<file path="config.mk">
export PLATFORM = sky130hd
export DESIGN_NAME = imf_reg_bank
export DESIGN_NICKNAME = d
export VERILOG_FILES = /design/src/logic/imf_pkg.sv /design/src/logic/imf_level_cmp.sv /design/src/logic/imf_pad_calc.sv /design/src/logic/imf_reg_bank.sv
export SDC_FILE = /design/constraint.sdc
export NUM_CORES = 1
export LEC_CHECK = 0
export BUFFER_PORTS_ARGS = -buffer_cell sky130_fd_sc_hd__buf_2
export CORE_UTILIZATION = 58
export DETAILED_ROUTE_END_ITERATION = 7
export GPL_TIMING_DRIVEN = 0
export PLACE_DENSITY_LB_ADDON = 0.3
export SETUP_SLACK_MARGIN = 0.5
export SLEW_MARGIN = 5
export SYNTH_ARGS = -nofsm -noshare
export SYNTH_HDL_FRONTEND = slang
export SYNTH_HIERARCHICAL = 1
export SYNTH_SLANG_ARGS = --single-unit
</file>
<file path="constraint.sdc">
create_clock -name sys_clk -period 4.7 [get_ports sys_clk]
set_input_delay 0.235 -clock sys_clk [delete_from_list [all_inputs] [get_ports sys_clk]]
set_output_delay 0.235 -clock sys_clk [all_outputs]
set_load 0.05 [all_outputs]
</file>
<file path="src/logic/imf_pkg.sv">
// imf_pkg: shared constants, field layout and carrier types of the
// interrupt mask / fifo level / receive configuration register bank.
// assumes one 40 MHz clock domain; all users import imf_pkg::*.
package imf_pkg;

  // register byte offsets
  localparam logic [7:0] OFS_STATUS = 8'h58;
  localparam logic [7:0] OFS_ENABLE = 8'h5c;
  localparam logic [7:0] OFS_PROBE  = 8'h64;
  localparam logic [7:0] OFS_LEVELS = 8'h68;
  localparam logic [7:0] OFS_RXCFG  = 8'h6c;

  // fixed byte-order probe pattern
  localparam logic [31:0] PROBE_VALUE = 32'h8765_4321;

  // interrupt source bit positions, shared by status and enable
  localparam int BIT_SW        = 31;
  localparam int BIT_TX_HALT   = 25;
  localparam int BIT_RX_HALT   = 24;
  localparam int BIT_DROP_HALF = 23;
  localparam int BIT_TX_DONE   = 21;
  localparam int BIT_RX_DMA    = 20;
  localparam int BIT_TIMER     = 19;
  localparam int BIT_XCVR      = 18;
  localparam int BIT_POWER     = 17;
  localparam int BIT_TX_STS_OV = 16;
  localparam int BIT_RX_WDOG   = 15;
  localparam int BIT_RX_ERR    = 14;
  localparam int BIT_TX_ERR    = 13;
  localparam int BIT_TX_OVRUN  = 10;
  localparam int BIT_TX_SPACE  = 9;
  localparam int BIT_TX_STS_FL = 8;
  localparam int BIT_TX_STS_LV = 7;
  localparam int BIT_DROPPED   = 6;
  localparam int BIT_RX_STS_FL = 4;
  localparam int BIT_RX_STS_LV = 3;
  localparam int BIT_PIN0      = 0;

  // implemented interrupt bits; the rest are reserved and read zero
  localparam logic [31:0] IRQ_MASK =
    (32'h1 << BIT_SW) | (32'h1 << BIT_TX_HALT) | (32'h1 << BIT_RX_HALT) |
    (32'h1 << BIT_DROP_HALF) | (32'h1 << BIT_TX_DONE) | (32'h1 << BIT_RX_DMA) |
    (32'h1 << BIT_TIMER) | (32'h1 << BIT_XCVR) | (32'h1 << BIT_POWER) |
    (32'h1 << BIT_TX_STS_OV) | (32'h1 << BIT_RX_WDOG) | (32'h1 << BIT_RX_ERR) |
    (32'h1 << BIT_TX_ERR) | (32'h1 << BIT_TX_OVRUN) | (32'h1 << BIT_TX_SPACE) |
    (32'h1 << BIT_TX_STS_FL) | (32'h1 << BIT_TX_STS_LV) | (32'h1 << BIT_DROPPED) |
    (32'h1 << BIT_RX_STS_FL) | (32'h1 << BIT_RX_STS_LV) | (32'h7 << BIT_PIN0);

  // level threshold fields
  localparam int LVL_W         = 8;
  localparam int TX_SPACE_LSB  = 24;
  localparam int TX_STS_LSB    = 16;
  localparam int RX_STS_LSB    = 0;
  localparam logic [7:0] TX_SPACE_RST = 8'h48;
  localparam logic [7:0] TX_STS_RST   = 8'h00;
  localparam logic [7:0] RX_STS_RST   = 8'h00;

  // receive configuration fields
  localparam int CNT_W        = 12;
  localparam int ALIGN_LSB    = 30;
  localparam int DMA_CNT_LSB  = 16;
  localparam int DISCARD_BIT  = 15;
  localparam int OFS_BYTE_LSB = 8;
  localparam int OFS_DW_LSB   = 10;
  localparam logic [11:0] DMA_CNT_RST = 12'h000;

  // end alignment selection
  typedef enum logic [1:0] {
    ALIGN4  = 2'b00,
    ALIGN16 = 2'b01,
    ALIGN32 = 2'b10,
    ALIGNRS = 2'b11
  } imf_align_type;

  // fifo free space and occupancy levels from the queue logic
  typedef struct packed {
    logic [7:0] txFreeBlocks;
    logic [7:0] txStsUsed;
    logic [7:0] rxStsUsed;
  } imf_levels_type;

  // receive path controls towards the data queue
  typedef struct packed {
    logic          discard;
    imf_align_type align;
    logic [1:0]    offsetBytes;
    logic [2:0]    offsetDwords;
    logic [2:0]    padDwords;
  } imf_rxctl_type;

  // whole state of the register bank
  typedef struct packed {
    logic [31:0]   intEnable;
    logic [31:0]   intStatus;
    logic [7:0]    txSpaceLvl;
    logic [7:0]    txStsLvl;
    logic [7:0]    rxStsLvl;
    imf_align_type align;
    logic [11:0]   dmaCount;
    logic [1:0]    offLow;
    logic [2:0]    offHigh;
    logic [2:0]    offHighAct;
    logic          discard;
    logic [31:0]   rdData;
    logic          irq;
  } imf_state_type;

  localparam imf_state_type STATE_RST = '{
    intEnable:  32'h0000_0000,
    intStatus:  32'h0000_0000,
    txSpaceLvl: TX_SPACE_RST,
    txStsLvl:   TX_STS_RST,
    rxStsLvl:   RX_STS_RST,
    align:      ALIGN4,
    dmaCount:   DMA_CNT_RST,
    offLow:     2'h0,
    offHigh:    3'h0,
    offHighAct: 3'h0,
    discard:    1'b0,
    rdData:     32'h0000_0000,
    irq:        1'b0
  };

endpackage : imf_pkg

</file>
<file path="src/logic/imf_level_cmp.sv">
// imf_level_cmp: registered "level above threshold" compare.
// assumes level and threshold come from logic on sys_clk.
module imf_level_cmp
  import imf_pkg::*;
#(
  parameter int W = LVL_W
)
(
  input  wire logic         sys_clk,
  input  wire logic         rstn,
  input  wire logic [W-1:0] level,
  input  wire logic [W-1:0] threshold,
  output logic              above
);

  logic above_r;
  logic above_nxt;

  // strictly greater than the programmed level
  always_comb
  begin
    above_nxt = (level > threshold);
  end

  // compare result register
  always_ff @(posedge sys_clk or negedge rstn)
  begin
    if (!rstn)
      above_r <= 1'b0;
    else
      above_r <= above_nxt;
  end

  assign above = above_r;

endmodule : imf_level_cmp

</file>
<file path="src/logic/imf_pad_calc.sv">
// imf_pad_calc: pad dwords needed to reach the selected end alignment.
// assumes bufDwords is the dword length of the buffer being read out.
module imf_pad_calc
  import imf_pkg::*;
#(
  parameter int CW = CNT_W
)
(
  input  wire logic          sys_clk,
  input  wire logic          rstn,
  input  imf_align_type      align,
  input  wire logic [CW-1:0] bufDwords,
  output logic [2:0]         padDwords
);

  logic [2:0] pad_r;
  logic [2:0] pad_nxt;

  // pad = (unit - len mod unit) mod unit, unit in dwords
  always_comb
  begin
    unique case (align)
      ALIGN16: pad_nxt = {1'b0, 2'(3'h4 - {1'b0, bufDwords[1:0]})};
      ALIGN32: pad_nxt = 3'(4'h8 - {1'b0, bufDwords[2:0]});
      default: pad_nxt = 3'h0; // 4-byte and reserved need no pad
    endcase
  end

  // pad count register
  always_ff @(posedge sys_clk or negedge rstn)
  begin
    if (!rstn)
      pad_r <= 3'h0;
    else
      pad_r <= pad_nxt;
  end

  assign padDwords = pad_r;

endmodule : imf_pad_calc

</file>
<file path="src/logic/imf_reg_bank.sv">
// imf_reg_bank: interrupt enable mask, status flags, byte-order probe,
// fifo level thresholds and receive configuration of the controller.
// assumes a plain register port on sys_clk, event pulses and fifo levels
// from logic on the same clock, and one dword pop per rxDataPop pulse.
module imf_reg_bank
  import imf_pkg::*;
(
  input  wire logic        sys_clk,
  input  wire logic        rstn,
  input  wire logic [7:0]  regAddr,
  input  wire logic [31:0] regWdata,
  input  wire logic        regWr,
  input  wire logic        regRd,
  output logic [31:0]      regRdata,
  input  wire logic [31:0] srcEvents,
  input  imf_levels_type   levels,
  input  wire logic        rxDataPop,
  input  wire logic [11:0] rxBufDwords,
  output imf_rxctl_type    rxCtl,
  output logic             irq
);

  imf_state_type st_r;
  imf_state_type st_nxt;

  logic        txSpaceAbove;
  logic        txStsAbove;
  logic        rxStsAbove;
  logic [2:0]  padDwords;
  logic [31:0] events;
  logic [31:0] clearMask;
  logic        dmaDone;
  logic        wrEnable;
  logic        wrStatus;
  logic        wrLevels;
  logic        wrRxCfg;

  // threshold compares for the three fifo level interrupts
  imf_level_cmp #(
    .W (LVL_W)
  ) u_txSpace (
    .sys_clk   (sys_clk),
    .rstn      (rstn),
    .level     (levels.txFreeBlocks),
    .threshold (st_r.txSpaceLvl),
    .above     (txSpaceAbove)
  );

  imf_level_cmp #(
    .W (LVL_W)
  ) u_txSts (
    .sys_clk   (sys_clk),
    .rstn      (rstn),
    .level     (levels.txStsUsed),
    .threshold (st_r.txStsLvl),
    .above     (txStsAbove)
  );

  imf_level_cmp #(
    .W (LVL_W)
  ) u_rxSts (
    .sys_clk   (sys_clk),
    .rstn      (rstn),
    .level     (levels.rxStsUsed),
    .threshold (st_r.rxStsLvl),
    .above     (rxStsAbove)
  );

  // pad dwords for the end of the current receive buffer
  imf_pad_calc #(
    .CW (CNT_W)
  ) u_pad (
    .sys_clk   (sys_clk),
    .rstn      (rstn),
    .align     (st_r.align),
    .bufDwords (rxBufDwords),
    .padDwords (padDwords)
  );

  // write decode
  always_comb
  begin
    wrEnable = regWr && (regAddr == OFS_ENABLE);
    wrStatus = regWr && (regAddr == OFS_STATUS);
    wrLevels = regWr && (regAddr == OFS_LEVELS);
    wrRxCfg  = regWr && (regAddr == OFS_RXCFG);
  end

  // dma count runs out on the pop that takes it from one to zero
  always_comb
  begin
    dmaDone = rxDataPop && (st_r.dmaCount == 12'h001) && !wrRxCfg;
  end

  // gather event sources; fifo level sources come from the compares
  always_comb
  begin
    events = srcEvents & IRQ_MASK;
    events[BIT_TX_SPACE]  = txSpaceAbove;
    events[BIT_TX_STS_LV] = txStsAbove;
    events[BIT_RX_STS_LV] = rxStsAbove;
    events[BIT_RX_DMA]    = dmaDone;
  end

  // write-one-to-clear mask for the status flags
  always_comb
  begin
    clearMask = wrStatus ? (regWdata & IRQ_MASK) : 32'h0000_0000;
  end

  // next state of the whole bank
  always_comb
  begin
    st_nxt = st_r;
    st_nxt.discard = 1'b0;
    st_nxt.rdData = 32'h0000_0000;

    // status keeps recording regardless of the mask; set beats clear
    st_nxt.intStatus = (st_r.intStatus & ~clearMask) | events;

    // enable mask, reserved bits forced to zero
    if (wrEnable)
    begin
      st_nxt.intEnable = regWdata & IRQ_MASK;
    end

    // fifo level thresholds
    if (wrLevels)
    begin
      st_nxt.txSpaceLvl = regWdata[TX_SPACE_LSB +: LVL_W];
      st_nxt.txStsLvl   = regWdata[TX_STS_LSB +: LVL_W];
      st_nxt.rxStsLvl   = regWdata[RX_STS_LSB +: LVL_W];
    end

    // dma count: pop decrements, a write replaces what remains
    if (wrRxCfg)
    begin
      st_nxt.dmaCount = regWdata[DMA_CNT_LSB +: CNT_W];
    end
    else if (rxDataPop && (st_r.dmaCount != 12'h000))
    begin
      st_nxt.dmaCount = st_r.dmaCount - 12'h001;
    end

    // receive configuration fields
    if (wrRxCfg)
    begin
      st_nxt.align   = imf_align_type'(regWdata[ALIGN_LSB +: 2]);
      st_nxt.discard = regWdata[DISCARD_BIT];
      st_nxt.offLow  = regWdata[OFS_BYTE_LSB +: 2];
      st_nxt.offHigh = regWdata[OFS_DW_LSB +: 3];
    end

    // dword part of the offset takes effect at the next dword read
    if (rxDataPop)
    begin
      st_nxt.offHighAct = st_r.offHigh;
    end

    // discard empties queues, so a pending offset is applied at once
    if (st_r.discard)
    begin
      st_nxt.offHighAct = st_r.offHigh;
    end

    // read data, answered one cycle after the read strobe
    if (regRd)
    begin
      unique case (regAddr)
        OFS_ENABLE: st_nxt.rdData = st_r.intEnable;
        OFS_STATUS: st_nxt.rdData = st_r.intStatus;
        OFS_PROBE:  st_nxt.rdData = PROBE_VALUE;
        OFS_LEVELS:
        begin
          st_nxt.rdData[TX_SPACE_LSB +: LVL_W] = st_r.txSpaceLvl;
          st_nxt.rdData[TX_STS_LSB +: LVL_W]   = st_r.txStsLvl;
          st_nxt.rdData[RX_STS_LSB +: LVL_W]   = st_r.rxStsLvl;
        end
        OFS_RXCFG:
        begin
          st_nxt.rdData[ALIGN_LSB +: 2]       = st_r.align;
          st_nxt.rdData[DMA_CNT_LSB +: CNT_W] = st_r.dmaCount;
          st_nxt.rdData[OFS_BYTE_LSB +: 2]    = st_r.offLow;
          st_nxt.rdData[OFS_DW_LSB +: 3]      = st_r.offHigh;
        end
        default: st_nxt.rdData = 32'h0000_0000; // unmapped reads zero
      endcase
    end

    // request output from any enabled pending status
    st_nxt.irq = |(st_nxt.intStatus & st_nxt.intEnable);
  end

  // state register
  always_ff @(posedge sys_clk or negedge rstn)
  begin
    if (!rstn)
      st_r <= STATE_RST;
    else
      st_r <= st_nxt;
  end

  // outputs, all from flip-flops
  assign regRdata = st_r.rdData;
  assign irq      = st_r.irq;

  // receive path controls; the host strips the pad
  assign rxCtl.discard      = st_r.discard;
  assign rxCtl.align        = st_r.align;
  assign rxCtl.offsetBytes  = st_r.offLow;
  assign rxCtl.offsetDwords = st_r.offHighAct;
  assign rxCtl.padDwords    = padDwords;

endmodule : imf_reg_bank

</file>
; After elaboration in Yosys (flattened, before gate mapping)
; Cells that the tools add are included.
[word_totals]
register_bits = 150
in_bits = 113
output_inout_bits = 44
wordCells = 62
[op_classes]
n_addsub = 3
order_cmp = 3
eq_ne = 8
muxes = 15
bitwise_logic = 4
reduce_logical = 12
[ops]
columns = op, n
row1 = 32-bit 2-to-1 mux, 3
row2 = 32-bit bitwise AND, 2
row3 = 12-bit case mux with 5 select lines, 1
row4 = "8-bit by 7-bit == test with 1-bit output, second input constant", 5
row5 = 32-bit inverter, 1
row6 = 32-bit OR, 1
row7 = 8-bit case mux with 4 select lines, 1
row8 = 32-bit OR reduction, 1
row9 = 8-bit greater-than comparator, 3
row10 = 12-bit 2-to-1 mux, 2
row11 = 5-bit case mux with 4 select lines, 1
row12 = "12-bit by 1-bit == test with 1-bit output, second input constant", 1
row13 = 12-bit nonzero test, 1
row14 = "12-bit by 1-bit subtractor with 12-bit output, second input constant", 1
row15 = 2-bit case mux with 5 select lines, 1
row16 = 3-bit case mux with 3 select lines, 1
row17 = 1-bit logical AND, 7
row18 = 3-bit 2-to-1 mux, 2
row19 = 2-bit case mux with 3 select lines, 1
row20 = 3-bit case mux with 2 select lines, 1
row21 = 2-bit nonzero test, 2
row22 = "1-bit by 3-bit subtractor with 3-bit output, first input constant", 1
row23 = "2-bit by 1-bit == test with 1-bit output, second input constant", 1
row24 = "2-bit == test, second input constant", 1
row25 = 3 further kinds, 3

; Logic depth before layout (Yosys ltp)
; Gate-level depths: netlist of run 1.
[depth]
depth_word = 8
depth_mapped = 10

; Modules after synthesis
; The synthesis of run 1 kept the hierarchy.
[modules_own_cells]
columns = mod, n_inst, cells_per_inst, area_each_um2
row1 = imf_reg_bank, 1, 610, 6563.8
row2 = imf_level_cmp, 3, 28, 241.5
row3 = imf_pad_calc, 1, 17, 180.2

; Least setup slack after synthesis of run 1
; No wires, ideal clock.
[synth_path]
kind = input-to-reg
from = input regAddr[3]
to = register st_r (netlist bit irq)
t_arrival_ps = 1770
required_time_ps = 4560
slack_ps = 2790
cell_stages = 10
path_buffers = 4
path_cell_list = buf_2 -> and4b_1 -> buf_4 -> and2_1 -> buf_2 -> buf_2 -> o221ai_1 -> o22ai_1 -> nor4_1 -> nand4_1
[synth_lines]
columns = element, line
row1 = "start, declared", imf_reg_bank.sv:10  ; input wire logic [7:0] regAddr,
row2 = "end signal, assigned", imf_reg_bank.sv:200  ; st_r <= st_nxt;
row3 = "end, declared", imf_reg_bank.sv:23  ; imf_state_type st_r;

==> results of run 1 <==
[power by group through the flow]
stage          Sequential, mW  Combinational, mW  Clock, mW
2_1_floorplan            1.32              0.286          0
3_5_place_dp             1.34              0.456          0
6_report                 1.33              0.465       1.22
4_1_cts                  1.33              0.462       1.22
3_3_place_gp             1.33              0.432          0
5_1_grt                  1.34              0.510       1.27
[routing by layer]
metal | vias to the layer above | wire length [um] | track usage (%)
met5 | - | 0 | 0
met4 | 0 | 628 | 15.1
met3 | 48 | 1750 | 8.47
met2 | 302 | 10100 | 53.6
met1 | 3055 | 8480 | 40.9
li1 | 2823 | - | -
[metrics by stage]
step | hold WS (ns) | std cells | cell area (um^2) | util, %
2_1_floorplan | -0.0606 | 711 | 7470 | -
3_3_place_gp | 0.435 | 1016 | 8350 | 66.4
3_5_place_dp | 0.205 | 1017 | 8380 | 66.7
4_1_cts | 0.00682 | 1050 | 8930 | 71.0
5_1_grt | 0.0201 | 1050 | 8930 | 71.0
6_report | 0.0124 | 1050 | 8930 | 71.0
[cell usage after synthesis (5+ instances only)]
cell         n
inv_1       36
o21ai_0     17
nor2b_1      5
nand4b_1    15
nand2_1     43
a22oi_1     12
nand4_1      8
buf_2       16
a21o_1      20
a21boi_0     5
and3_1      13
o22ai_1     11
mux2_4      21
mux2i_1     11
nor3_1       7
dfrtp_1    130
clkbuf_1    10
a2111oi_0    6
nor4_1       5
mux2_2      32
a21oi_1     40
ha_1        31
o221ai_1    14
xnor2_1      9
a31oi_1      8
or2_2       15
a221oi_1     5
nor2_1      62
buf_4       43
[worst max-delay path: cells and delay by family]
family / cells / cell delay [ns]
compound gates: 3 / 1.17
simple gates: 3 / 0.98
buf+inv: 2 / 0.35
[placed cells by master, fill, tap and decap left out, drive strengths merged, types with 9 or more instances in the layout]
cell	n
nand2	44
clkbuf	36
buf	200
mux2i	11
a21oi	43
o22ai	11
nor2	62
or2	15
o221ai	14
a22oi	12
nand4	11
a21o	20
mux2	55
and3	13
nand4b	15
ha	31
o21ai	17
inv	36
dfrtp	130
xnor2	9
[area by class of cell]
type | instances | share of cell area (%)
plain buffers | 76 | 5.56
clock buffers | 26 | 5.37
clock inverters | 6 | 0.617
inverters | 36 | 1.51
multi-input cells | 467 | 39.6
flip-flops and latches | 132 | 37.0
well taps | 172 | 2.41
repair buffers | 135 | 7.95
[worst max path at each step]
stage,cells after the start,endpoint,start
final,8,irq,regAddr[7]
after global routing,8,irq,regAddr[7]
after CTS,8,irq,regAddr[7]
after detailed placement,8,irq,regAddr[7]
after global placement,1,regRdata[19],rstn
after floorplan,10,irq,regAddr[3]
[state kept, by name (all words and copies together), names as in the netlist]
name / cells
st_r: 85
regRdata: 32
rxCtl: 8
u_pad/padDwords: 3
irq: 1
u_rxSts/above: 1
u_txSpace/above: 1
u_txSts/above: 1
[cell families (layout without fill, tap and decap cells)]
logic type,after synthesis,after routing,share of synthesized area (%)
compound gates,159,159,15.0
xor+xnor,11,11,1.29
buf+inv,112,279,8.46
fa+ha+maj,31,31,5.19
simple gates,200,200,15.0
flops,132,132,44.3
mux,66,66,10.8
[repair_timing]
item	CTS	global route
setup buffers	0	0
endpoints found under the hold margin	48	0
hold buffers	1	0
setup endpoints to repair	0	0
==> results.tsv, run 1 <==
stage	metric	value	unit
yosys	synth.area.top_cells	dfrtp_1, ha_1, mux2_2	
yosys	synth_edf_count	0	
floorplan	core	0.0126	mm^2
route	drtPass1Iterations	6	
route	antenna_left	0	
global_route	antenna_found_initial	0	
setup_path	worstPathMaxFanout	10	
power	comb_power_share	15.4	%
global_route	first_global_vias	6096	
setup_path	crit_type	input port to register	
placement	portBuffers	133	
cells_and_area	n_antenna_cell	0	
power	switching_share	27.7	%
cells_and_area	layout.nets	1009	
yosys	synthDistinctLibCells	60	
route	wl	20900	um
route	via_per_inst	5.93	
setup_path	worstPathRequired	4.96	ns
power	p_clk_share	40.4	%
floorplan	fp.dieW	115	um
sta	clock.fmax	401	MHz
cells_and_area	area_delta_synth_final	19.5	%
cells_and_area	multi_input_area	0.00353	mm^2
clocking	cts_tree	done	
sta	fin_skew	0.00669	ns
min_path	holdPathEnd	st_r[97]	
yosys	synth_top_cell_area_share	43.6	%
power	ir_drop	0.000229	V
floorplan	start_util	59.4	%
placement	place_congestion	0.924	
setup_path	critPathLaunchType	input port	
power	p_sw	836	uW
run_status	status	finished, final reports clean	
power	power.total	3.01	mW
sta	min_period_over_period	53.0	%
sta	setup_tns	0	ns
floorplan	io_pins	157	
global_route	grtUsageTotal	32.7	%
setup_path	max_stage_delay	0.74	ns
yosys	ys_seq_area_share	44.3	%
sta	rsz0062_at_grt	false	
sta	slew_headroom	45.1	%
route	drc	0	
setup_path	reg2reg_depth	8	
power	power_density	337	mW/mm^2
yosys	ys_seq_elements	132	
floorplan	num_rows	41	
yosys	synthCells	711	
power	p_leak	4.29	nW
route	wire_per_inst	19.9	um
clocking	cts-root-buf	clkbuf_16	
setup_path	cp-end-kind	register	
sta	finalSetupViolations	0	
power	pwr-share-seq	44.1	%
min_path	min_path_type	input port to register	
setup_path	r2r_end	irq	
clocking	ctsResizeCount	0	
setup_path	r2r_start	st_r[43]	
clocking	path_clk_slew	0.06	ns
placement	dpl.hpwl	15000	um
global_route	overflow	0	
setup_path	path_cells	buf_2 > nor4b_4 > buf_6 > nand2_1 > o21ai_0 > a21boi_0 > a2111oi_0 > nand4_1	
placement	place_ws	1.87	ns
min_path	hold_start	srcEvents[17]	
floorplan	die-area	0.0133	mm^2
sta	tightestPinTransition	0.803	ns
route	vias	6228	
sta	drv_slew	0	
sta	finalHoldViolations	0	
global_route	grt_pass1_wl	31900	um
setup_path	crit_path_top_delay_cell	a2111oi_0	
yosys	synth_ff_type	dfrtp_1	
route	first_iter_violations	559	
sta	period_needed	2.49	ns
cells_and_area	ff_latch_area	0.00331	mm^2
clocking	htreeDepth	4	
yosys	yosysTopAreaCell	dfrtp_1	
power	p_int	2.18	mW
clocking	cts_buffer_depth	2	
cells_and_area	fill_cells	948	
yosys	syn-cell-area	0.00747	mm^2
min_path	holdPathStages	2	
floorplan	die_h	115	um
cells_and_area	final_layout_size_suffix_gt1_share	35.6	%
yosys	syn_area_per_cell	10.5	um^2
job	timing.max_cap.violations	0	
setup_path	cp_data_arrival_time	2.75	ns
sta	setup_ws	2.21	ns
clocking	cts_sinks	132	
yosys	ys_async_sr_fraction	100	%
global_route	grt_max_degree	85	
clocking	cts_buffers	17	
yosys	syn_nets	855	
setup_path	reg2reg_slack	2.42	ns
yosys	ys_warn_count	6	
clocking	insertion_delay	0.43	ns
(Power assumes the default switching activity.)
==> run 2, diff against run 1 <==
Settings changed: CORE_UTILIZATION 58 to 55.
Clock period 4.7 ns to 2.5 ns, I/O delays scaled along.
==> results.tsv, run 2 (same netlist as run 1, synthesis figures left out) <==
stage	metric	value	unit
sta	finalSetupViolations	0	
setup_path	critPathLaunchType	register	
placement	placedCellCount	1021	
min_path	hold_start	regWdata[9]	
route	first_iter_violations	520	
clocking	cts_tree	done	
setup_path	reg2reg_depth	5	
setup_path	r2r_end	st_r[53]	
route	via_per_inst	5.85	
sta	setup_ws	0.527	ns
floorplan	start_util	56.4	%
floorplan	fp.dieW	119	um
placement	dpl_cell_area	0.00839	mm^2
power	power.total	5.80	mW
power	power_density	614	mW/mm^2
setup_path	worstPathRequired	2.85	ns
floorplan	num_rows	42	
clocking	htreeDepth	4	
min_path	min_path_type	input port to register	
sta	hold-worst-slack	0.0131	ns
power	p_leak	4.52	nW
cells_and_area	layout.nets	1058	
floorplan	io_pins	157	
setup_path	worstPathMaxFanout	4	
setup_path	crit_type	register to register	
clocking	cts-root-buf	clkbuf_16	
route	wl	21900	um
clocking	path_clk_slew	0.05	ns
placement	portBuffers	133	
power	ir_drop	0.000369	V
setup_path	cp-end-kind	register	
cells_and_area	mostFrequentLayoutCell	buf_2	
route	vias	6457	
floorplan	core	0.0132	mm^2
sta	drv_slew	0	
cells_and_area	fin_util	71.4	%
cells_and_area	multi_input_area	0.00359	mm^2
route	drtPass1Iterations	6	
sta	period_needed	1.97	ns
clocking	cts_sinks	132	
power	pwr-share-seq	43.6	%
cells_and_area	regMostFlops	st_r	
power	p_int	4.13	mW
floorplan	die-area	0.0140	mm^2
cells_and_area	area_delta_synth_final	26.6	%
sta	finalHoldViolations	0	
cells_and_area	final_cells	1103	
sta	fin_skew	0.00771	ns
placement	place_ws	-0.217	ns
clocking	cts_buffer_depth	2	
power	switching_share	28.7	%
job	timing.max_cap.violations	0	
setup_path	cp_data_arrival_time	2.32	ns
sta	setup_tns	0	ns
clocking	insertion_delay	0.43	ns
global_route	grtUsageTotal	32.0	%
sta	min_period_over_period	78.9	%
global_route	overflow	0	
power	p_sw	1.67	mW
sta	slew_headroom	46.5	%
route	antenna_left	0	
placement	place_congestion	0.926	
global_route	grt_max_degree	77	
cells_and_area	ff_latch_area	0.00331	mm^2
cells_and_area	largest_reg_flops	85	
power	comb_power_share	18.0	%
setup_path	reg2reg_slack	0.53	ns
global_route	grt_pass1_wl	33800	um
sta	clock.fmax	507	MHz
route	wire_per_inst	19.9	um
placement	dpl.hpwl	15200	um
global_route	first_global_vias	6562	
setup_path	r2r_start	st_r[46]	
min_path	holdPathStages	2	
route	drc	0	
sta	rsz0062_at_grt	false	
sta	tightestPinTransition	0.803	ns
global_route	antenna_found_initial	0	
power	p_clk_share	38.4	%
run_status	status	finished, final reports clean	
cells_and_area	fill_cells	975	
cells_and_area	postLayoutCellArea	0.00945	mm^2
floorplan	die_h	119	um
min_path	holdPathEnd	st_r[121]	
cells_and_area	final_layout_size_suffix_gt1_share	36.0	%
cells_and_area	final_cell_mix	buf_2, dfrtp_1, nor2_1	
cells_and_area	n_antenna_cell	0	
clocking	cts_buffers	17	
## run 2: power groups by stage
stage / Clock (mW) / Combinational, mW / Sequential, mW
5_1_grt: 2.34 / 1.13 / 2.55
6_report: 2.23 / 1.04 / 2.53
4_1_cts: 2.24 / 0.933 / 2.50
2_1_floorplan: 0 / 0.538 / 2.48
3_5_place_dp: 0 / 0.867 / 2.52
3_3_place_gp: 0 / 0.815 / 2.51
## run 2: worst max-delay path by stage
stage	slack, ns	startpoint	to	cells past startpoint
2_1_floorplan	0.63	st_r[47]	st_r[53]	5
3_3_place_gp	-0.44	rstn	regRdata[19]	1
3_5_place_dp	-0.22	regAddr[7]	irq	8
4_1_cts	0.45	regAddr[0]	irq	8
5_1_grt	0.48	st_r[46]	st_r[53]	5
6_report	0.53	st_r[46]	st_r[53]	5
## run 2: area by class of cell
type / instances / share of cell area (%)
inverters: 36 / 1.43
clock inverters: 6 / 0.318
well taps: 176 / 2.33
plain buffers: 76 / 5.28
repair buffers: 184 / 12.5
flip-flops and latches: 132 / 35.0
clock buffers: 26 / 5.18
multi-input cells: 467 / 37.9
## run 2: worst max-delay path, stage by stage, from the launching register on
cell,delay [ns]
dfrtp_1,0.46
nor4_4,0.40
nand2_1,0.11
or2_2,0.30
or4_1,0.46
a31oi_1,0.17
## run 2: repair_timing
action,in CTS,in global routing
endpoints found under the setup margin,5,32
resized for setup,5,9
hold buffers,39,0
setup buffers,0,11
pin swaps,1,6
endpoints found under the hold margin,99,0
## run 2: per-layer routing
| metal | global-route usage [%] | up-vias | wire length, um |
|---|---|---|---|
| li1 | - | 2920 | - |
| met1 | 38.8 | 3117 | 8620 |
| met2 | 51.6 | 356 | 10400 |
| met3 | 10.0 | 64 | 2120 |
| met4 | 15.6 | 0 | 799 |
| met5 | 0 | - | 0 |
